--- config.mk ---
export PLATFORM = sky130hd
export DESIGN_NAME = gex_top
export DESIGN_NICKNAME = d
export VERILOG_FILES = /design/src/hw/gex_pkg.sv /design/src/hw/gex_filt.sv /design/src/hw/gex_top.sv
export VERILOG_INCLUDE_DIRS = /design/src /design/src/hw
export SDC_FILE = /design/constraint.sdc
export NUM_CORES = 1
export LEC_CHECK = 0
export ABC_AREA = 1
export BUFFER_PORTS_ARGS = -buffer_cell sky130_fd_sc_hd__clkbuf_2
export CORE_MARGIN = 2
export CORE_UTILIZATION = 35
export DETAILED_ROUTE_END_ITERATION = 8
export MAX_ROUTING_LAYER = met4
export PLACE_DENSITY = 0.65
export SLEW_MARGIN = 5
export SYNTH_ARGS = -nofsm -noshare
export SYNTH_HDL_FRONTEND = slang
export SYNTH_SLANG_ARGS = --single-unit
--- constraint.sdc ---
create_clock -name CLK_SYS_I -period 2.4 [get_ports CLK_SYS_I]
set_input_delay 0.48 -clock CLK_SYS_I [delete_from_list [all_inputs] [get_ports CLK_SYS_I]]
set_output_delay 0.48 -clock CLK_SYS_I [all_outputs]
set_load 0.02 [all_outputs]
--- src/hw/gex_cfg.svh ---
`ifndef GEX_CFG_SVH
`define GEX_CFG_SVH

// Clock and filter timing
`define GEX_CLK_NS         40
`define GEX_SPIKE_NS       50
`define GEX_SPIKE_CYC      ((`GEX_SPIKE_NS + `GEX_CLK_NS - 1) / `GEX_CLK_NS)

// Serial register indices (command byte low bits)
`define GEX_IDX_IN0        3'h0
`define GEX_IDX_IN1        3'h1
`define GEX_IDX_OUT0       3'h2
`define GEX_IDX_OUT1       3'h3
`define GEX_IDX_POL0       3'h4
`define GEX_IDX_POL1       3'h5
`define GEX_IDX_CFG0       3'h6
`define GEX_IDX_CFG1       3'h7

// Serial register reset values
`define GEX_RST_OUT        8'hFF
`define GEX_RST_POL        8'h00
`define GEX_RST_CFG        8'hFF

// Fixed upper part of the target address
`define GEX_ADDR_UPPER     4'h4

// Wishbone word indices (address bits 7:2)
`define GEX_WB_STATUS      6'h00
`define GEX_WB_MASK        6'h01
`define GEX_WB_STATE       6'h02
`define GEX_WB_CTRL        6'h03

// Status and mask bit positions and width
`define GEX_EV_ALERT       0
`define GEX_EV_WRITE       1
`define GEX_EV_SNAP        2
`define GEX_EV_W           3

// Control bits and reset values
`define GEX_CTRL_EN        0
`define GEX_RST_CTRL       1'h1
`define GEX_RST_MASK       3'h0

`endif

--- src/hw/gex_pkg.sv ---
package gex_pkg;

  typedef enum logic [3:0] {
    ST_IDLE,
    ST_ADDR,
    ST_ACK_ADDR,
    ST_CMD,
    ST_ACK_CMD,
    ST_WDAT,
    ST_ACK_WDAT,
    ST_RDAT,
    ST_ACK_RDAT
  } gex_state_t;

  typedef logic [2:0] gex_idx_t;

endpackage

--- src/hw/gex_filt.sv ---
`timescale 1ns/100ps
module gex_filt #(
  parameter int WIDTH  = 2,
  parameter int STABLE = 2
) (
  // Clock and reset
  input  wire logic             clk_i,
  input  wire logic             rst_n_i,
  // Raw pins and filtered levels
  input  wire logic [WIDTH-1:0] raw_i,
  output logic      [WIDTH-1:0] flt_o
);

  localparam int CW = $clog2(STABLE + 1);

  logic [WIDTH-1:0]         meta;
  logic [WIDTH-1:0]         sync;
  logic [WIDTH-1:0][CW-1:0] cnt;

  always_ff @(posedge clk_i or negedge rst_n_i) begin
    if (!rst_n_i) begin
      meta <= '1;
      sync <= '1;
    end else begin
      meta <= raw_i;
      sync <= meta;
    end
  end

  // Level passes only after holding STABLE cycles
  always_ff @(posedge clk_i or negedge rst_n_i) begin
    if (!rst_n_i) begin
      flt_o <= '1;
      cnt   <= '0;
    end else begin
      for (int i = 0; i < WIDTH; i++) begin
        if (sync[i] == flt_o[i]) begin
          cnt[i] <= '0;
        end else if (cnt[i] >= CW'(STABLE - 1)) begin
          flt_o[i] <= sync[i];
          cnt[i]   <= '0;
        end else begin
          cnt[i] <= cnt[i] + CW'(1);
        end
      end
    end
  end

endmodule

--- src/hw/gex_top.sv ---
`timescale 1ns/100ps
`include "gex_cfg.svh"
// How it works
// - After reset all sixteen lines are inputs with their drivers off.
// - Each line has its own direction bit in one of two 8-bit direction registers written by the master.
// - The input register holds sampled line levels and outputs are driven from the output register bits.
// - A set polarity bit inverts that line's value as read from the input register.
// - Every register returns its current contents when read over the serial link.
// - The alert is asserted while any input line differs from its held input register value.
// - The alert pin is only pulled low, and released otherwise.
// - Reset returns all registers to defaults and the serial engine to idle.
// - The target address is a fixed upper part plus three strap bits.
// - The serial target works at bus clocks up to fast mode, which the master must not exceed.
// - Short noise pulses on the serial clock and data inputs are filtered out.
// - Lines stay undriven inputs with no glitches while reset completes.
module gex_top #(
  parameter logic [3:0] ADDR_UPPER = `GEX_ADDR_UPPER
) (
  // Clock and reset
  input  wire logic        CLK_SYS_I,
  input  wire logic        RESETN_I,
  // Serial link
  input  wire logic        SCL_I,
  input  wire logic        SDA_I,
  output logic             SDA_O,
  output logic             SDA_OE_O,
  // Address straps
  input  wire logic        ADDR_STRAP_BIT0_I,
  input  wire logic        ADDR_STRAP_BIT1_I,
  input  wire logic        ADDR_STRAP_BIT2_I,
  // Port lines
  input  wire logic [7:0]  PORT0_LINES_I,
  output logic      [7:0]  PORT0_LINES_O,
  output logic      [7:0]  PORT0_LINES_OE_O,
  input  wire logic [7:0]  PORT1_LINES_I,
  output logic      [7:0]  PORT1_LINES_O,
  output logic      [7:0]  PORT1_LINES_OE_O,
  // Change alert, open drain
  output logic             CHANGE_ALERT_N_O,
  output logic             CHANGE_ALERT_N_OE_O,
  // Wishbone slave
  input  wire logic        WB_CYC_I,
  input  wire logic        WB_STB_I,
  input  wire logic        WB_WE_I,
  input  wire logic [7:0]  WB_ADR_I,
  input  wire logic [3:0]  WB_SEL_I,
  input  wire logic [31:0] WB_DAT_I,
  output logic      [31:0] WB_DAT_O,
  output logic             WB_ACK_O,
  // Interrupt
  output logic             IRQ_O
);

  logic [1:0]  flt;
  logic        scl_f;
  logic        sda_f;
  logic        scl_d;
  logic        sda_d;
  logic        scl_rise;
  logic        scl_fall;
  logic        start_det;
  logic        stop_det;
  logic [15:0] line_meta;
  logic [15:0] line_sync;
  logic [2:0]  strap_meta;
  logic [2:0]  strap_sync;
  logic [2:0]  strap;
  logic        strap_done;
  logic [7:0]  out0;
  logic [7:0]  out1;
  logic [7:0]  pol0;
  logic [7:0]  pol1;
  logic [7:0]  cfg0;
  logic [7:0]  cfg1;
  logic [15:0] held;
  logic        held_init;
  gex_pkg::gex_state_t state;
  logic [3:0]  bit_cnt;
  logic [7:0]  shreg;
  logic        more;
  gex_pkg::gex_idx_t cmd;
  logic        wr_pulse;
  gex_pkg::gex_idx_t wr_idx;
  logic [7:0]  wr_data;
  logic        snap_pulse;
  logic        snap_port;
  logic [15:0] diff;
  logic        alert;
  logic [`GEX_EV_W-1:0] status;
  logic [`GEX_EV_W-1:0] mask;
  logic [`GEX_EV_W-1:0] events;
  logic        ctrl_en;
  logic        wb_req;
  logic [5:0]  wb_idx;
  logic        addr_match;
  logic [7:0]  rd_cur;
  logic [7:0]  rd_nxt;
  logic [1:0]  fill;

  // Register read decode, used for every byte loaded for the master
  function automatic logic [7:0] reg_read(input gex_pkg::gex_idx_t idx, input logic [15:0] lines,
                                          input logic [7:0] o0, input logic [7:0] o1,
                                          input logic [7:0] p0, input logic [7:0] p1,
                                          input logic [7:0] c0, input logic [7:0] c1);
    logic [7:0] r;
    r = 8'h00;
    unique case (idx)
      `GEX_IDX_IN0:  r = lines[7:0] ^ p0;
      `GEX_IDX_IN1:  r = lines[15:8] ^ p1;
      `GEX_IDX_OUT0: r = o0;
      `GEX_IDX_OUT1: r = o1;
      `GEX_IDX_POL0: r = p0;
      `GEX_IDX_POL1: r = p1;
      `GEX_IDX_CFG0: r = c0;
      `GEX_IDX_CFG1: r = c1;
    endcase
    return r;
  endfunction

  // Byte for the current index and for its pair partner
  assign rd_cur = reg_read(cmd, line_sync, out0, out1, pol0, pol1, cfg0, cfg1);
  assign rd_nxt = reg_read(cmd ^ 3'h1, line_sync, out0, out1, pol0, pol1, cfg0, cfg1);

  // Spike filter on the serial pins
  gex_filt #(
    .WIDTH  (2),
    .STABLE (`GEX_SPIKE_CYC)
  ) u_filt (
    .clk_i   (CLK_SYS_I),
    .rst_n_i (RESETN_I),
    .raw_i   ({SDA_I, SCL_I}),
    .flt_o   (flt)
  );

  assign scl_f = flt[0];
  assign sda_f = flt[1];

  always_ff @(posedge CLK_SYS_I or negedge RESETN_I) begin
    if (!RESETN_I) begin
      scl_d <= 1'b1;
      sda_d <= 1'b1;
    end else begin
      scl_d <= scl_f;
      sda_d <= sda_f;
    end
  end

  assign scl_rise  = scl_f & ~scl_d;
  assign scl_fall  = ~scl_f & scl_d;
  assign start_det = scl_f & scl_d & sda_d & ~sda_f;
  assign stop_det  = scl_f & scl_d & ~sda_d & sda_f;

  // Port line and strap synchronisers
  always_ff @(posedge CLK_SYS_I or negedge RESETN_I) begin
    if (!RESETN_I) begin
      line_meta  <= 16'h0000;
      line_sync  <= 16'h0000;
      strap_meta <= 3'h0;
      strap_sync <= 3'h0;
    end else begin
      line_meta  <= {PORT1_LINES_I, PORT0_LINES_I};
      line_sync  <= line_meta;
      strap_meta <= {ADDR_STRAP_BIT2_I, ADDR_STRAP_BIT1_I, ADDR_STRAP_BIT0_I};
      strap_sync <= strap_meta;
    end
  end

  // Straps caught once after reset release, once the synchroniser has filled
  always_ff @(posedge CLK_SYS_I or negedge RESETN_I) begin
    if (!RESETN_I) begin
      strap      <= 3'h0;
      strap_done <= 1'b0;
    end else if (!strap_done && held_init) begin
      strap      <= strap_sync;
      strap_done <= 1'b1;
    end
  end

  assign addr_match = ctrl_en && strap_done && (shreg[7:1] == {ADDR_UPPER, strap});

  // Serial target engine
  always_ff @(posedge CLK_SYS_I or negedge RESETN_I) begin
    if (!RESETN_I) begin
      state      <= gex_pkg::ST_IDLE;
      bit_cnt    <= 4'h0;
      shreg      <= 8'h00;
      more       <= 1'b0;
      cmd        <= `GEX_IDX_IN0;
      SDA_OE_O   <= 1'b0;
      wr_pulse   <= 1'b0;
      wr_idx     <= `GEX_IDX_IN0;
      wr_data    <= 8'h00;
      snap_pulse <= 1'b0;
      snap_port  <= 1'b0;
    end else begin
      wr_pulse   <= 1'b0;
      snap_pulse <= 1'b0;
      if (start_det) begin
        state    <= gex_pkg::ST_ADDR;
        bit_cnt  <= 4'h0;
        SDA_OE_O <= 1'b0;
      end else if (stop_det) begin
        state    <= gex_pkg::ST_IDLE;
        SDA_OE_O <= 1'b0;
      end else begin
        unique case (state)
          gex_pkg::ST_IDLE: begin
            SDA_OE_O <= 1'b0;
          end
          gex_pkg::ST_ADDR, gex_pkg::ST_CMD, gex_pkg::ST_WDAT: begin
            if (scl_rise && bit_cnt < 4'h8) begin
              shreg   <= {shreg[6:0], sda_f};
              bit_cnt <= bit_cnt + 4'h1;
            end else if (scl_fall && bit_cnt == 4'h8) begin
              bit_cnt <= 4'h0;
              if (state == gex_pkg::ST_ADDR) begin
                if (addr_match) begin
                  SDA_OE_O <= 1'b1;
                  more     <= shreg[0];
                  state    <= gex_pkg::ST_ACK_ADDR;
                end else begin
                  state <= gex_pkg::ST_IDLE;
                end
              end else if (state == gex_pkg::ST_CMD) begin
                cmd      <= shreg[2:0];
                SDA_OE_O <= 1'b1;
                state    <= gex_pkg::ST_ACK_CMD;
              end else begin
                wr_pulse <= 1'b1;
                wr_idx   <= cmd;
                wr_data  <= shreg;
                cmd      <= cmd ^ 3'h1;
                SDA_OE_O <= 1'b1;
                state    <= gex_pkg::ST_ACK_WDAT;
              end
            end
          end
          gex_pkg::ST_ACK_ADDR: begin
            if (scl_fall) begin
              if (more) begin
                shreg      <= rd_cur;
                SDA_OE_O   <= ~rd_cur[7];
                snap_pulse <= (cmd[2:1] == 2'b00);
                snap_port  <= cmd[0];
                state      <= gex_pkg::ST_RDAT;
              end else begin
                SDA_OE_O <= 1'b0;
                state    <= gex_pkg::ST_CMD;
              end
            end
          end
          gex_pkg::ST_ACK_CMD, gex_pkg::ST_ACK_WDAT: begin
            if (scl_fall) begin
              SDA_OE_O <= 1'b0;
              state    <= gex_pkg::ST_WDAT;
            end
          end
          gex_pkg::ST_RDAT: begin
            if (scl_rise) begin
              bit_cnt <= bit_cnt + 4'h1;
            end else if (scl_fall) begin
              if (bit_cnt == 4'h8) begin
                bit_cnt  <= 4'h0;
                SDA_OE_O <= 1'b0;
                state    <= gex_pkg::ST_ACK_RDAT;
              end else begin
                shreg    <= {shreg[6:0], 1'b0};
                SDA_OE_O <= ~shreg[6];
              end
            end
          end
          gex_pkg::ST_ACK_RDAT: begin
            if (scl_rise) begin
              more <= ~sda_f;
            end else if (scl_fall) begin
              if (more) begin
                cmd        <= cmd ^ 3'h1;
                shreg      <= rd_nxt;
                SDA_OE_O   <= ~rd_nxt[7];
                snap_pulse <= (cmd[2:1] == 2'b00);
                snap_port  <= ~cmd[0];
                state      <= gex_pkg::ST_RDAT;
              end else begin
                state <= gex_pkg::ST_IDLE;
              end
            end
          end
        endcase
      end
    end
  end

  assign SDA_O = 1'b0;

  // Output, polarity and direction registers
  always_ff @(posedge CLK_SYS_I or negedge RESETN_I) begin
    if (!RESETN_I) begin
      out0 <= `GEX_RST_OUT;
      out1 <= `GEX_RST_OUT;
      pol0 <= `GEX_RST_POL;
      pol1 <= `GEX_RST_POL;
      cfg0 <= `GEX_RST_CFG;
      cfg1 <= `GEX_RST_CFG;
    end else if (wr_pulse) begin
      unique case (wr_idx)
        `GEX_IDX_OUT0: out0 <= wr_data;
        `GEX_IDX_OUT1: out1 <= wr_data;
        `GEX_IDX_POL0: pol0 <= wr_data;
        `GEX_IDX_POL1: pol1 <= wr_data;
        `GEX_IDX_CFG0: cfg0 <= wr_data;
        `GEX_IDX_CFG1: cfg1 <= wr_data;
        default: ;
      endcase
    end
  end

  // Held input values: loaded once the synchronisers have filled, refreshed on input register reads
  always_ff @(posedge CLK_SYS_I or negedge RESETN_I) begin
    if (!RESETN_I) begin
      fill      <= 2'h0;
      held      <= 16'h0000;
      held_init <= 1'b0;
    end else if (!held_init) begin
      fill <= fill + 2'h1;
      if (fill == 2'h2) begin
        held      <= line_sync;
        held_init <= 1'b1;
      end
    end else if (snap_pulse) begin
      if (snap_port) begin
        held[15:8] <= line_sync[15:8];
      end else begin
        held[7:0] <= line_sync[7:0];
      end
    end
  end

  // Line drivers, disabled for input-configured lines
  always_ff @(posedge CLK_SYS_I or negedge RESETN_I) begin
    if (!RESETN_I) begin
      PORT0_LINES_O    <= `GEX_RST_OUT;
      PORT1_LINES_O    <= `GEX_RST_OUT;
      PORT0_LINES_OE_O <= 8'h00;
      PORT1_LINES_OE_O <= 8'h00;
    end else begin
      PORT0_LINES_O    <= out0;
      PORT1_LINES_O    <= out1;
      PORT0_LINES_OE_O <= ~cfg0;
      PORT1_LINES_OE_O <= ~cfg1;
    end
  end

  // Change alert
  assign diff = (line_sync ^ held) & {cfg1, cfg0};

  always_ff @(posedge CLK_SYS_I or negedge RESETN_I) begin
    if (!RESETN_I) begin
      alert <= 1'b0;
    end else begin
      alert <= held_init && (|diff);
    end
  end

  assign CHANGE_ALERT_N_O    = 1'b0;
  assign CHANGE_ALERT_N_OE_O = alert;

  // Wishbone slave
  assign wb_req = WB_CYC_I & WB_STB_I & ~WB_ACK_O;
  assign wb_idx = WB_ADR_I[7:2];
  assign events = {snap_pulse, wr_pulse, (|diff) & held_init & ~alert};

  always_ff @(posedge CLK_SYS_I or negedge RESETN_I) begin
    if (!RESETN_I) begin
      WB_ACK_O <= 1'b0;
      WB_DAT_O <= 32'h0000_0000;
    end else begin
      WB_ACK_O <= wb_req;
      WB_DAT_O <= 32'h0000_0000;
      if (wb_req && !WB_WE_I) begin
        unique case (wb_idx)
          `GEX_WB_STATUS: WB_DAT_O <= {29'h0, status};
          `GEX_WB_MASK:   WB_DAT_O <= {29'h0, mask};
          `GEX_WB_STATE:  WB_DAT_O <= {12'h000, alert, strap, line_sync};
          `GEX_WB_CTRL:   WB_DAT_O <= {31'h0, ctrl_en};
          default:        WB_DAT_O <= 32'h0000_0000;
        endcase
      end
    end
  end

  always_ff @(posedge CLK_SYS_I or negedge RESETN_I) begin
    if (!RESETN_I) begin
      mask    <= `GEX_RST_MASK;
      ctrl_en <= `GEX_RST_CTRL;
    end else if (wb_req && WB_WE_I && WB_SEL_I[0]) begin
      if (wb_idx == `GEX_WB_MASK) begin
        mask <= WB_DAT_I[`GEX_EV_W-1:0];
      end
      if (wb_idx == `GEX_WB_CTRL) begin
        ctrl_en <= WB_DAT_I[`GEX_CTRL_EN];
      end
    end
  end

  // Sticky status, cleared by read; a new event wins over the clear
  always_ff @(posedge CLK_SYS_I or negedge RESETN_I) begin
    if (!RESETN_I) begin
      status <= '0;
    end else if (wb_req && !WB_WE_I && wb_idx == `GEX_WB_STATUS) begin
      status <= events;
    end else begin
      status <= status | events;
    end
  end

  always_ff @(posedge CLK_SYS_I or negedge RESETN_I) begin
    if (!RESETN_I) begin
      IRQ_O <= 1'b0;
    end else begin
      IRQ_O <= |(status & mask);
    end
  end

endmodule

# ---- After elaboration in Yosys (flattened, before gate mapping)
# Cells that the tools add are included.
dict set report word_totals {
  elab_cells 308
  regBits 230
  out_inout_bits 70
  in_bits 70
}
dict set report classes {
  reduce_logical 48
  n_eq_ne 69
  n_mux 100
  magnitude_cmp 3
  n_addsub 4
  n_bitwise 37
}
# op count
set op_table {}
lappend op_table {{case mux 8 bit (8 select lines)} 2}
lappend op_table {{2-to-1 mux 8 bit} 11}
lappend op_table {{case mux 20 bit (4 select lines)} 1}
lappend op_table {{2-to-1 mux 4 bit} 19}
lappend op_table {{inequality test 4 bit, second input constant} 13}
lappend op_table {{2-to-1 mux 16 bit} 3}
lappend op_table {{2-to-1 mux 1 bit} 42}
lappend op_table {{== test 3 bit, second input constant} 12}
lappend op_table {{inequality test 2 bit, second input constant} 17}
lappend op_table {{case mux 8 bit (4 select lines)} 1}
lappend op_table {{AND reduction 8 bit} 3}
lappend op_table {{2-to-1 mux 3 bit} 7}
lappend op_table {{2-to-1 mux 20 bit} 1}
lappend op_table {{case mux 4 bit (5 select lines)} 1}
lappend op_table {{AND reduction 10 bit} 2}
lappend op_table {{AND reduction 2 bit} 10}
lappend op_table {{== test 3 x 2 -> 1 bit, second input constant} 6}
lappend op_table {{NOT 1 bit} 18}
lappend op_table {{bitwise AND 16 bit} 1}
lappend op_table {{== test 4 x 3 -> 1 bit, second input constant} 4}
lappend op_table {{NOT 8 bit} 2}
lappend op_table {{OR reduction 16 bit} 1}
lappend op_table {{XOR 16 bit} 1}
lappend op_table {{XOR 8 bit} 2}
lappend op_table {{40 further kinds} 81}

# ---- Depth between registers and ports, before layout
# Gate-level depths: netlist of the first run.
dict set report logic_depth {
  word_depth 10
  ltp_mapped 13
  ltp_nobuf 12
}

# ---- Hierarchy
# Synthesis of the first run repeated with hierarchy kept, for this count alone.
dict set report hier_totals {
  hier_cells 1159
  area_unflattened_um2 9887.0
}
# mod cells_each n_inst area_per_inst_um2 seq_area_each_um2
set modules_own_cells {}
lappend modules_own_cells {gex_top 1119 1 9479.1 5268.8}
lappend modules_own_cells {gex_filt 40 1 407.9 257.7}

# ---- Least setup slack after synthesis of the first run
# Ideal clock, no wire load.
dict set report synth_timing {
  kind {register -> register}
  from {register u_filt.flt_o[0]}
  to {register bit_cnt[3]}
  arrival_time_ns 1.601
  stages_incl_launch_ff 10
  path_buffers 1
  setup_slack_ns 0.679
  path_cell_list {dfstp_2 > ha_1 > clkbuf_1 > nand2_1 > nand2_2 > nor2_1 > nor3_2 > o21ai_2 > nand2_1 > nand2_1}
}
dict set report synth_via {
  elab_chain_cells 6
}
# item line_no
set synth_lines {}
lappend synth_lines {{start, declared} gex_filt.sv:11} ;# output logic [WIDTH-1:0] flt_o
lappend synth_lines {{start signal, assigned by index} gex_filt.sv:40} ;# flt_o[i] <= sync[i];
lappend synth_lines {{bitwise AND 1 bit} gex_top.sv:148} ;# assign scl_rise = scl_f & ~scl_d;
lappend synth_lines {{logical AND 1 bit} gex_top.sv:211} ;# if (scl_rise && bit_cnt < 4'h8) begin
lappend synth_lines {{2-to-1 mux 4 bit} gex_top.sv:211}
lappend synth_lines {{case mux 4 bit (2 select lines)} gex_top.sv:206} ;# unique case (state)
lappend synth_lines {{2-to-1 mux 4 bit} gex_top.sv:202} ;# end else if (stop_det) begin
lappend synth_lines {{2-to-1 mux 4 bit} gex_top.sv:198} ;# if (start_det) begin
lappend synth_lines {{end signal, assigned} gex_top.sv:213} ;# bit_cnt <= bit_cnt + 4'h1;
lappend synth_lines {{end signal, assigned} gex_top.sv:260} ;# bit_cnt <= bit_cnt + 4'h1;
lappend synth_lines {{end, declared} gex_top.sv:78} ;# logic [3:0] bit_cnt;
# Parallel ways exist; a longest one is shown, timed or not. The select of a mux whose other input is x is not followed.
# A chain may end at the register's enable or synchronous reset.

# ---- Worst setup path in the final report of the first run
dict set report layout_timing {
  from {register cmd[1]}
  to {register SDA_OE_O}
}
dict set report layout_via {
  elab_chain_cells 9
}
# item line_no
set layout_lines {}
lappend layout_lines {{start, declared} gex_top.sv:81} ;# gex_pkg::gex_idx_t cmd;
lappend layout_lines {{start signal, assigned} gex_top.sv:188} ;# cmd <= `GEX_IDX_IN0;
lappend layout_lines {{start signal, assigned} gex_top.sv:225} ;# cmd <= shreg[2:0];
lappend layout_lines {{start signal, assigned} gex_top.sv:232} ;# cmd <= cmd ^ 3'h1;
lappend layout_lines {{== test 3 bit (tied with other cells)} gex_top.sv:107} ;# unique case (idx)
lappend layout_lines {{case mux 8 bit (8 select lines)} gex_top.sv:107}
lappend layout_lines {{NOT 1 bit} gex_top.sv:279} ;# SDA_OE_O <= ~rd_nxt[7];
lappend layout_lines {{2-to-1 mux 1 bit} gex_top.sv:276} ;# if (more) begin
lappend layout_lines {{2-to-1 mux 1 bit} gex_top.sv:275} ;# end else if (scl_fall) begin
lappend layout_lines {{2-to-1 mux 1 bit} gex_top.sv:273} ;# if (scl_rise) begin
lappend layout_lines {{case mux 1 bit (6 select lines) *} gex_top.sv:206}
lappend layout_lines {{2-to-1 mux 1 bit *} gex_top.sv:202}
lappend layout_lines {{2-to-1 mux 1 bit *} gex_top.sv:198}
lappend layout_lines {{end signal, assigned} gex_top.sv:242} ;# SDA_OE_O <= ~rd_cur[7];
lappend layout_lines {{end signal, assigned} gex_top.sv:268} ;# SDA_OE_O <= ~shreg[6];
lappend layout_lines {{end signal, assigned} gex_top.sv:279}
lappend layout_lines {{end, declared} gex_top.sv:26} ;# output logic SDA_OE_O,
# Mark *: on every way between the ends. The rest lies on a longest branch, timed or not. The select of a mux whose other input is x is not followed.

==> impl_metrics.ini, run 1 <==
[sta]
finalSetupViolCount = 0
maxClockFrequency_ghz = 0.478
unrepaired_setup_endpoints_after_global_routing = false
fin_setup_tns_ps = 0
report.final.slew_viol_count = 0
clock-skew-final_ps = 23.6
layout_worst_path_cycle_share_pct = 87.2
timing_worst_slew_pin_value_ps = 676
final_hold_viol_count = 0
final_period_minus_worst_setup_slack_ps = 2090
slew_headroom_pct = 54.8

[power]
p_int_mw = 7.16
ir_worst_vdd_uv = 544
leakagePower_nw = 5.44
power.switching_mw = 3.74
design_power_total_mw = 10.9
power.share.combinational_pct = 26.1
seq_power_share_pct = 41.1
power-per-cell-area_mw_per_mm2 = 930
clkPwrFrac_pct = 32.9
power.switching_fraction_pct = 34.3

[route]
initialDrtViolationCount = 665
drt_pass1_iterations = 6
remaining_drc_errors = 0
vias_per_cell = 4.80
drt-total-wl_mm = 26.8
detail-route-antenna-nets = 0
routed-via-count = 8022
wire_per_inst_microns = 16.1

[place]
numPortBuffers = 91
dp_hpwl_mm = 19.9
gp_weighted_congestion = 0.978

[critical_path]
critical_path_buf_inv_count = 0
worst_ep_required_time_ps = 2810
slowest_stage = sky130_fd_sc_hd__dfrtp_1
cp-start-kind = flip-flop
worst-setup-path-type = reg -> reg
rr_startpoint = cmd[1]
path_cells = nand3_1 > o21ai_0 > nor2_1 > nand4_1 > nand3_1 > nand2_1 > nand2_1
timing.critical_path.slowest_cell_delay_ps = 660
critical_path.max_fanout = 12
timing.critical_path.arrival_ps = 2500
worst_setup_path_startpoint = cmd[1]
cp-end-kind = flip-flop
top_delay_family_on_crit_path = simple AND/OR/NAND/NOR gates

[clock_network]
cts_setup_buffers = 0
root_buffer = sky130_fd_sc_hd__clkbuf_16
largest_buffer_count_on_any_clock_path = 3
tritoncts_buffers = 25
cts_tree = built
cts-htree-levels = 1
clkTransAtPathRegs_ps = 60
clk-insertion-delay-late_ps = 530
ctsResizeCount = 0
clkSinkCount = 218
cts-hold-fix-buffers = 1

[cells_and_area]
insertedDiodeCount = 0
nFillCells = 2835
layout.nets = 1355
drive_above_1_share_pct = 18.9
area_growth_syn_to_layout_pct = 17.7

[min_path]
min-delay-start = SDA_I
worstHoldPathType = in -> reg

[global_route]
via_count_of_the_first_global_routing_pass = 7980
grt_usage_pct = 18.7
first_pass_grt_wire_length_mm = 43.2
antenna_violations_before_repair = 0
grt.overflow.total = 0
grt_start_max_net_pins = 73

[synthesis]
synthArstFlopShare_pct = 100
synthFlopType = sky130_fd_sc_hd__dfrtp_1
syn-mean-instance-area_sq_um = 8.58
synth_enable_flop_cells = 0
synthesis.yosys.warnings = 0
syn-cell-area_sq_mm = 0.00996
netlist_instances = 1160
synth_sequential_area_ratio_pct = 55.5
synth.lib_cells_used.distinct = 42
synth.ff_latch_count = 218

[floorplan]
floorplan.rows = 61
fp.dieArea_sq_mm = 0.0298
floorplan.initialDensity_pct = 35.6
die-height_microns = 173
die-width_microns = 173
floorplan.core_area_sq_mm = 0.0279
boundaryPins = 140

[job]
cap_violations = 0

[run_status]
run_status = finished clean
-- synth_stat cells, types with 4 or more instances --
master	instances	area (sq um)
sky130_fd_sc_hd__clkbuf_1	15	56.3
sky130_fd_sc_hd__nand2_2	10	62.6
sky130_fd_sc_hd__inv_1	142	533
sky130_fd_sc_hd__nor3_1	22	110
sky130_fd_sc_hd__a21oi_1	31	155
sky130_fd_sc_hd__inv_2	5	18.8
sky130_fd_sc_hd__buf_4	18	135
sky130_fd_sc_hd__o21ai_0	117	586
sky130_fd_sc_hd__o21ai_1	12	60.1
sky130_fd_sc_hd__nand3_1	54	270
sky130_fd_sc_hd__xor2_1	8	70.1
sky130_fd_sc_hd__buf_2	11	55.1
sky130_fd_sc_hd__dfstp_2	57	1500
sky130_fd_sc_hd__o211ai_1	5	37.5
sky130_fd_sc_hd__nand4_1	50	313
sky130_fd_sc_hd__nor2_4	4	45.0
sky130_fd_sc_hd__nand2_1	251	942
sky130_fd_sc_hd__nor2_1	135	507
sky130_fd_sc_hd__dfrtp_1	161	4030
sky130_fd_sc_hd__xnor2_1	9	78.8
sky130_fd_sc_hd__ha_1	10	125
-- metal layers --
layer / wire length (microns) / global-route usage, % / vias up / share of wire [%]
met4: 1150 / 7.10 / 0 / 4.3
met2: 12700 / 30.0 / 207 / 47
met1: 11800 / 24.1 / 3813 / 44
met3: 1260 / 2.66 / 55 / 4.7
li1: - / - / 3947 / -
met5: 0 / - / - / 0
-- worst paths after layout --
| path | to | slack [ps] | cells past startpoint |
|---|---|---|---|
| max | SDA_OE_O | 310 | 7 |
| min | u_filt.meta[1] | 50 | 1 |
| max reg2reg | SDA_OE_O | 310 | 7 |
| min reg2reg | line_sync[9] | 340 | 0 |
| max in group asynchronous | sda_d | 1260 | 3 |
| min in group asynchronous | pol1[5] | 410 | 2 |
-- flip-flops by register name, summed over array words and instances (netlist names), 16 cells and up --
name,cells
line_sync,16
held,16
line_meta,16
WB_DAT_O,20
-- kinds of logic (layout without fill, tap and decap cells) --
| kind of cell | Yosys count | count (layout) | share of synthesized area, % |
|---|---|---|---|
| compound gates | 181 | 181 | 9.69 |
| xor+xnor | 17 | 17 | 1.50 |
| fa+ha+maj | 10 | 10 | 1.26 |
| buf+inv | 194 | 315 | 8.22 |
| flops | 218 | 218 | 55.5 |
| mux | 2 | 2 | 0.226 |
| other cells | 1 | 14 | 0.0377 |
| simple gates | 537 | 537 | 23.6 |
-- area by class of cell --
type / count / area (sq um) / share of cell area [%]
Clock buffer: 39 / 698 / 5.96
Clock inverter: 7 / 72.6 / 0.619
Inverter: 148 / 556 / 4.74
Multi-Input combinational cell: 761 / 3660 / 31.2
Sequential cell: 218 / 5530 / 47.2
Tap cell: 378 / 473 / 4.04
Timing Repair Buffer: 121 / 731 / 6.24
-- power by group through the flow --
stage | sequential, mW | clock [mW] | combinational, mW
floorplan | 4.39 | 0 | 2.01
global placement | 4.52 | 0 | 2.78
detailed placement | 4.53 | 0 | 2.82
CTS | 4.48 | 3.68 | 2.84
global route | 4.53 | 3.84 | 3.20
finish | 4.47 | 3.58 | 2.84
-- metrics by stage --
step                setup slack, ps  instance area [sq um]  cells  hold slack [ps]  util (%)
floorplan                       679                  10000   1173              184         -
global placement                416                  10900   1625              334      39.2
detailed placement              410                  10900   1625              335      39.2
CTS                             396                  11700   1672             22.9      41.9
global route                    192                  11700   1672             26.5      41.9
finish                          307                  11700   1672             47.2      41.9
-- cell usage in the layout (no fill, tap or decap), types with 5 or more instances in the layout --
cell type                     n
sky130_fd_sc_hd__inv_1      142
sky130_fd_sc_hd__dfstp_2     57
sky130_fd_sc_hd__ha_1        10
sky130_fd_sc_hd__nor3_1      22
sky130_fd_sc_hd__inv_2        5
sky130_fd_sc_hd__clkbuf_1    12
sky130_fd_sc_hd__nand2_1    251
sky130_fd_sc_hd__xor2_1       8
sky130_fd_sc_hd__conb_1      14
sky130_fd_sc_hd__dfrtp_1    161
sky130_fd_sc_hd__nor2_1     135
sky130_fd_sc_hd__nand4_1     50
sky130_fd_sc_hd__a21oi_1     31
sky130_fd_sc_hd__clkbuf_2    90
sky130_fd_sc_hd__buf_4       26
sky130_fd_sc_hd__o211ai_1     5
sky130_fd_sc_hd__o21ai_1     12
sky130_fd_sc_hd__clkbuf_16   25
sky130_fd_sc_hd__nand3_1     54
sky130_fd_sc_hd__o21ai_0    117
sky130_fd_sc_hd__xnor2_1      9
sky130_fd_sc_hd__nand2_2     10
Note: power is estimated with default switching activity, not from simulation.
==> run 2: changes to the inputs <==
==> constraint.sdc (replaced) <==
create_clock -name CLK_SYS_I -period 2.4 [get_ports CLK_SYS_I]
set_input_delay 0.24 -clock CLK_SYS_I [delete_from_list [all_inputs] [get_ports CLK_SYS_I]]
set_output_delay 0.24 -clock CLK_SYS_I [all_outputs]
set_load 0.02 [all_outputs]
==> run 2 against run 1 <==
  * First-iteration DRC count is 3.2% lower
  * Critical path depth is 2 higher
  * Sequential power hardly changed
  * Global-route usage is 0.061 points lower
  * Highest routed layer unchanged
  * Sequential share of layout area is 1.0 points lower
  * Wire length hardly changed
  * Clock power is 5.9% higher
==> impl_metrics.ini, run 2 (synthesis gave the netlist of run 1 again) <==
[floorplan]
floorplan.rows = 61
die-height_microns = 173
boundaryPins = 140
die-width_microns = 173
floorplan.core_area_sq_mm = 0.0279
floorplan.initialDensity_pct = 35.6
fp.dieArea_sq_mm = 0.0298

[sta]
slew_headroom_pct = 50.6
final_period_minus_worst_setup_slack_ps = 2050
unrepaired_setup_endpoints_after_global_routing = false
layout_worst_path_cycle_share_pct = 85.6
timing_worst_slew_pin_value_ps = 738
report.final.slew_viol_count = 0
finalSetupViolCount = 0
clock-skew-final_ps = 12.9
fin_setup_tns_ps = 0
maxClockFrequency_ghz = 0.487
final_hold_viol_count = 0

[route]
routed-via-count = 8119
drt-total-wl_mm = 26.8
initialDrtViolationCount = 644
wire_per_inst_microns = 15.9
drt_pass1_iterations = 5
vias_per_cell = 4.80
detail-route-antenna-nets = 0
remaining_drc_errors = 0

[cells_and_area]
multi_input_comb_area_sq_mm = 0.00366
regArea_sq_mm = 0.00553
area_growth_syn_to_layout_pct = 20.3
layout.nets = 1375
commonest_non_fill_non_tap_cell_in_the_layout = sky130_fd_sc_hd__nand2_1
layout.cells.most_common_list = sky130_fd_sc_hd__nand2_1, sky130_fd_sc_hd__dfrtp_1, sky130_fd_sc_hd__inv_1, sky130_fd_sc_hd__nor2_1, sky130_fd_sc_hd__o21ai_0
fin_area_sq_mm = 0.0120
max_reg_flops = 20
instances_no_fill = 1691
nFillCells = 2793
insertedDiodeCount = 0
drive_above_1_share_pct = 18.8
largest_register = WB_DAT_O

[power]
power.share.combinational_pct = 25.4
design_power_total_mw = 11.1
power.switching_mw = 3.74
power-per-cell-area_mw_per_mm2 = 926
ir_worst_vdd_uv = 594
leakagePower_nw = 5.56
seq_power_share_pct = 40.4
p_int_mw = 7.35
clkPwrFrac_pct = 34.2
power.switching_fraction_pct = 33.8

[place]
placement_cell_area_sq_mm = 0.0109
numPortBuffers = 91
gp_weighted_congestion = 0.913
numPlacedInstances = 1621
dp_hpwl_mm = 19.7

[clock_network]
clkTransAtPathRegs_ps = 60
clk-insertion-delay-late_ps = 520
root_buffer = sky130_fd_sc_hd__clkbuf_16
largest_buffer_count_on_any_clock_path = 3
cts_tree = built
clkSinkCount = 218
ctsResizeCount = 0
cts-hold-fix-buffers = 26
cts_setup_buffers = 0
tritoncts_buffers = 24
cts-htree-levels = 1

[global_route]
grt_start_max_net_pins = 82
first_pass_grt_wire_length_mm = 42.8
via_count_of_the_first_global_routing_pass = 7813
grt_usage_pct = 18.6
antenna_violations_before_repair = 0
grt.overflow.total = 0

[job]
cap_violations = 0

[critical_path]
cp-start-kind = flip-flop
cp-end-kind = flip-flop
critical_path.max_fanout = 12
worst-setup-path-type = reg -> reg
timing.critical_path.arrival_ps = 2470
worst_ep_required_time_ps = 2810

[min_path]
worstHoldPathType = in -> reg

[run_status]
run_status = finished clean
run 2: power groups by stage:
stage          Combinational (mW)  Clock (mW)  Sequential, mW
2_1_floorplan                2.01           0            4.39
3_3_place_gp                 2.74           0            4.53
3_5_place_dp                 2.78           0            4.54
4_1_cts                      2.83        3.91            4.48
5_1_grt                      3.20        4.05            4.54
6_report                     2.82        3.79            4.48
run 2: worst max-delay path, stage by stage (launching register included):
cell	delay, ps
sky130_fd_sc_hd__dfrtp_1	570
sky130_fd_sc_hd__inv_2	60
sky130_fd_sc_hd__nand3_1	350
sky130_fd_sc_hd__inv_1	210
sky130_fd_sc_hd__a21oi_1	290
sky130_fd_sc_hd__nand3_1	110
sky130_fd_sc_hd__nand2_1	70
sky130_fd_sc_hd__nand3_1	130
sky130_fd_sc_hd__nand2_1	90
sky130_fd_sc_hd__nand2_1	50
run 2: metrics by stage:
stage / utilization [%] / setup WS (ps) / hold WS (ps)
2_1_floorplan: - / 679 / -55.6
3_3_place_gp: 39.0 / 443 / 155
3_5_place_dp: 39.0 / 415 / 158
4_1_cts: 42.9 / 390 / 18.3
5_1_grt: 42.9 / 178 / 36.2
6_report: 42.9 / 345 / 27.6
run 2: final timing paths:
path / start / end / slack (ps) / cells past startpoint
setup / recovery: cmd[0] / shreg[1] / 350 / 9
hold / removal: WB_WE_I / WB_DAT_O[0] / 30 / 4
setup reg to reg: cmd[0] / shreg[1] / 350 / 9
hold reg to reg: line_meta[0] / line_sync[0] / 350 / 0
max in group asynchronous: RESETN_I / strap_sync[0] / 1370 / 3
min in group asynchronous: RESETN_I / pol0[5] / 210 / 2
run 2: metal layers:
layer | wire length, microns | global-route usage, % | vias up
met1 | 11600 | 23.9 | 3834
li1 | - | - | 3982
met5 | 0 | - | -
met3 | 1460 | 2.44 | 66
met2 | 12500 | 29.8 | 237
met4 | 1280 | 7.77 | 0
run 2: layout make-up:
type / instances / share of cell area [%]
Timing Repair Buffer: 142 / 7.84
Tap cell: 378 / 3.95
Inverter: 148 / 4.64
Clock buffer: 29 / 5.52
Clock inverter: 15 / 1.35
Sequential cell: 218 / 46.1
Multi-Input combinational cell: 761 / 30.6
==> run 3: changes to the inputs <==
--- a/config.mk
+++ b/config.mk
@@ -6,10 +6,10 @@
 export SDC_FILE = /design/constraint.sdc
 export NUM_CORES = 1
 export LEC_CHECK = 0
-export ABC_AREA = 1
 export BUFFER_PORTS_ARGS = -buffer_cell sky130_fd_sc_hd__clkbuf_2
 export CORE_MARGIN = 2
 export CORE_UTILIZATION = 35
+export CTS_CLUSTER_DIAMETER = 120
 export DETAILED_ROUTE_END_ITERATION = 8
 export MAX_ROUTING_LAYER = met4
 export PLACE_DENSITY = 0.65
==> run 3 against run 2 <==
  * Via count down 17%
  * Wire length down 12%
  * Synthesized cell count down 31%
  * Highest routed layer unchanged
==> impl_metrics.ini, run 3 <==
[run_status]
run_status = finished clean

[floorplan]
floorplan.rows = 61
die-width_microns = 171
floorplan.core_area_sq_mm = 0.0277
fp.dieArea_sq_mm = 0.0294
die-height_microns = 171
boundaryPins = 140
floorplan.initialDensity_pct = 35.4

[sta]
setup_slack_ps = 129
clock-skew-final_ps = 18.2
final_period_minus_worst_setup_slack_ps = 2270
maxClockFrequency_ghz = 0.440
unrepaired_setup_endpoints_after_global_routing = false
final_hold_viol_count = 0
layout_worst_path_cycle_share_pct = 94.6
finalSetupViolCount = 0
timing.hold.ws_ps = 38.5
slew_headroom_pct = 53.5
timing_worst_slew_pin_value_ps = 694
report.final.slew_viol_count = 0
fin_setup_tns_ps = 0

[place]
pre_cts_ws_ps = 68.2
numPlacedInstances = 1271
gp_weighted_congestion = 0.924
dp_hpwl_mm = 16.8
numPortBuffers = 91
placement_cell_area_sq_mm = 0.0109

[synthesis]
synth.lib_cells_used.distinct = 73
synth_area_leaders = sky130_fd_sc_hd__dfrtp_1, sky130_fd_sc_hd__dfstp_2, sky130_fd_sc_hd__mux2_2
synth_sequential_area_ratio_pct = 56.4
synth_enable_flop_cells = 0
syn-cell-area_sq_mm = 0.00980
synth.largest_area_cell = sky130_fd_sc_hd__dfrtp_1
synth.ff_latch_count = 218
yosys.cell_count.top_type = sky130_fd_sc_hd__dfrtp_1
netlist_instances = 797
synthesis.yosys.warnings = 0
synth_common_cells = sky130_fd_sc_hd__dfrtp_1, sky130_fd_sc_hd__mux2_2, sky130_fd_sc_hd__dfstp_2
synthFlopType = sky130_fd_sc_hd__dfrtp_1
synth_top_cell_area_share_pct = 41.1
synthArstFlopShare_pct = 100
syn-mean-instance-area_sq_um = 12.3

[critical_path]
worst-setup-path-type = reg -> reg
number_of_cell_instances_on_the_worst_register_to_register_path = 8
worst_ep_required_time_ps = 2830
rr_startpoint = bit_cnt[0]
worst_setup_path_startpoint = bit_cnt[0]
timing.critical_path.arrival_ps = 2700
cp-end-kind = flip-flop
cp-start-kind = flip-flop
critical_path.max_fanout = 7

[clock_network]
largest_buffer_count_on_any_clock_path = 3
cts_tree = built
clkTransAtPathRegs_ps = 60
clk-insertion-delay-late_ps = 530
tritoncts_buffers = 23
cts_setup_buffers = 0
clkSinkCount = 218
root_buffer = sky130_fd_sc_hd__clkbuf_16
cts-htree-levels = 1

[cells_and_area]
insertedDiodeCount = 0
largest_register = WB_DAT_O
area_growth_syn_to_layout_pct = 21.8
max_reg_flops = 20
fin_area_sq_mm = 0.0119
drive_above_1_share_pct = 36.0
layout.cells.most_common_list = sky130_fd_sc_hd__dfrtp_1, sky130_fd_sc_hd__mux2_2, sky130_fd_sc_hd__clkbuf_2, sky130_fd_sc_hd__dfstp_2, sky130_fd_sc_hd__inv_1
layout.nets = 1025
finish.utilization_pct = 43.1
instances_no_fill = 1340
commonest_non_fill_non_tap_cell_in_the_layout = sky130_fd_sc_hd__dfrtp_1

[route]
routed-via-count = 6708
wire_per_inst_microns = 17.6
drt-total-wl_mm = 23.6
vias_per_cell = 5.01
drt_pass1_iterations = 5
detail-route-antenna-nets = 0
initialDrtViolationCount = 468
remaining_drc_errors = 0

[job]
cap_violations = 0

[global_route]
grt_usage_pct = 17.1
via_count_of_the_first_global_routing_pass = 6845
grt_start_max_net_pins = 68
grt.overflow.total = 0
antenna_violations_before_repair = 0
first_pass_grt_wire_length_mm = 38.3

[min_path]
min-delay-start = WB_ADR_I[2]
hold_depth = 2
worstHoldPathType = in -> reg

[power]
design_power_total_mw = 10.3
leakagePower_nw = 5.25
power-per-cell-area_mw_per_mm2 = 863
ir_worst_vdd_uv = 510
run 3: cell count changes in the layout (fill, tap and decap cells not counted), moves of 16 or more:
cell                      previous run  this run
sky130_fd_sc_hd__buf_4              23        39
sky130_fd_sc_hd__nor2_1            135        32
sky130_fd_sc_hd__nor3_1             22         3
sky130_fd_sc_hd__mux2i_1             0        20
sky130_fd_sc_hd__nor2b_1             0        16
sky130_fd_sc_hd__mux2_2              2        95
sky130_fd_sc_hd__nand3_1            54        13
sky130_fd_sc_hd__and2_1              0        21
sky130_fd_sc_hd__xnor2_1             9        28
sky130_fd_sc_hd__o21ai_0           117        31
sky130_fd_sc_hd__inv_1             142        41
sky130_fd_sc_hd__nand4_1            50         2
sky130_fd_sc_hd__nand2_1           251        23
run 3: kinds of logic after synthesis:
logic type | synth area share, %
compound gates | 10.5
xor+xnor | 3.75
fa+ha+maj | 1.28
buf+inv | 4.37
flops | 56.4
mux | 14.3
other cells | 0.0383
simple gates | 9.37
run 3: final cells by class:
cell class | count | area (sq um)
fill | 2600 | 15800
sequential | 218 | 5530
multi-input combinational | 500 | 3900
timing repair buffer | 161 | 1110
clock buffer | 34 | 697
tap | 378 | 473
inverter | 41 | 154
clock inverter | 8 | 82.6
run 3: worst max-delay path, stage by stage (launching register included):
cell and delay [ps]:
sky130_fd_sc_hd__dfrtp_1 400, sky130_fd_sc_hd__inv_1 100, sky130_fd_sc_hd__ha_1 160, sky130_fd_sc_hd__and3b_2 250
sky130_fd_sc_hd__o21ai_0 100, sky130_fd_sc_hd__a221o_1 350, sky130_fd_sc_hd__or3_4 390, sky130_fd_sc_hd__or3b_1 350
sky130_fd_sc_hd__o211ai_1 90
run 3: what timing repair did:
action | 4_1_cts | 5_1_grt
endpoints found under the hold margin | 63 | 0
resized for setup | 0 | 1
hold buffers | 27 | 0
setup endpoints to repair | 0 | 2
run 3: worst paths after layout:
kind | endpoint | slack [ps]
hold / removal | WB_DAT_O[19] | 40
hold reg to reg | line_sync[1] | 340
max in group asynchronous | PORT0_LINES_O[3] | 1350
setup / recovery | bit_cnt[2] | 130
setup reg to reg | bit_cnt[2] | 130
min in group asynchronous | shreg[3] | 280
run 3: power by group:
group | switching [mW] | internal, mW
registers | 0.324 | 4.03
logic | 1.25 | 1.11
clock network | 1.47 | 2.13
total | 3.04 | 7.27
run 3: metal layers:
| layer | wire (microns) | global-route usage, % | vias up |
|---|---|---|---|
| met5 | 0 | - | - |
| met4 | 784 | 5.78 | 0 |
| met3 | 1270 | 2.74 | 50 |
| met2 | 11000 | 26.9 | 183 |
| met1 | 10500 | 22.7 | 3376 |
| li1 | - | - | 3099 |
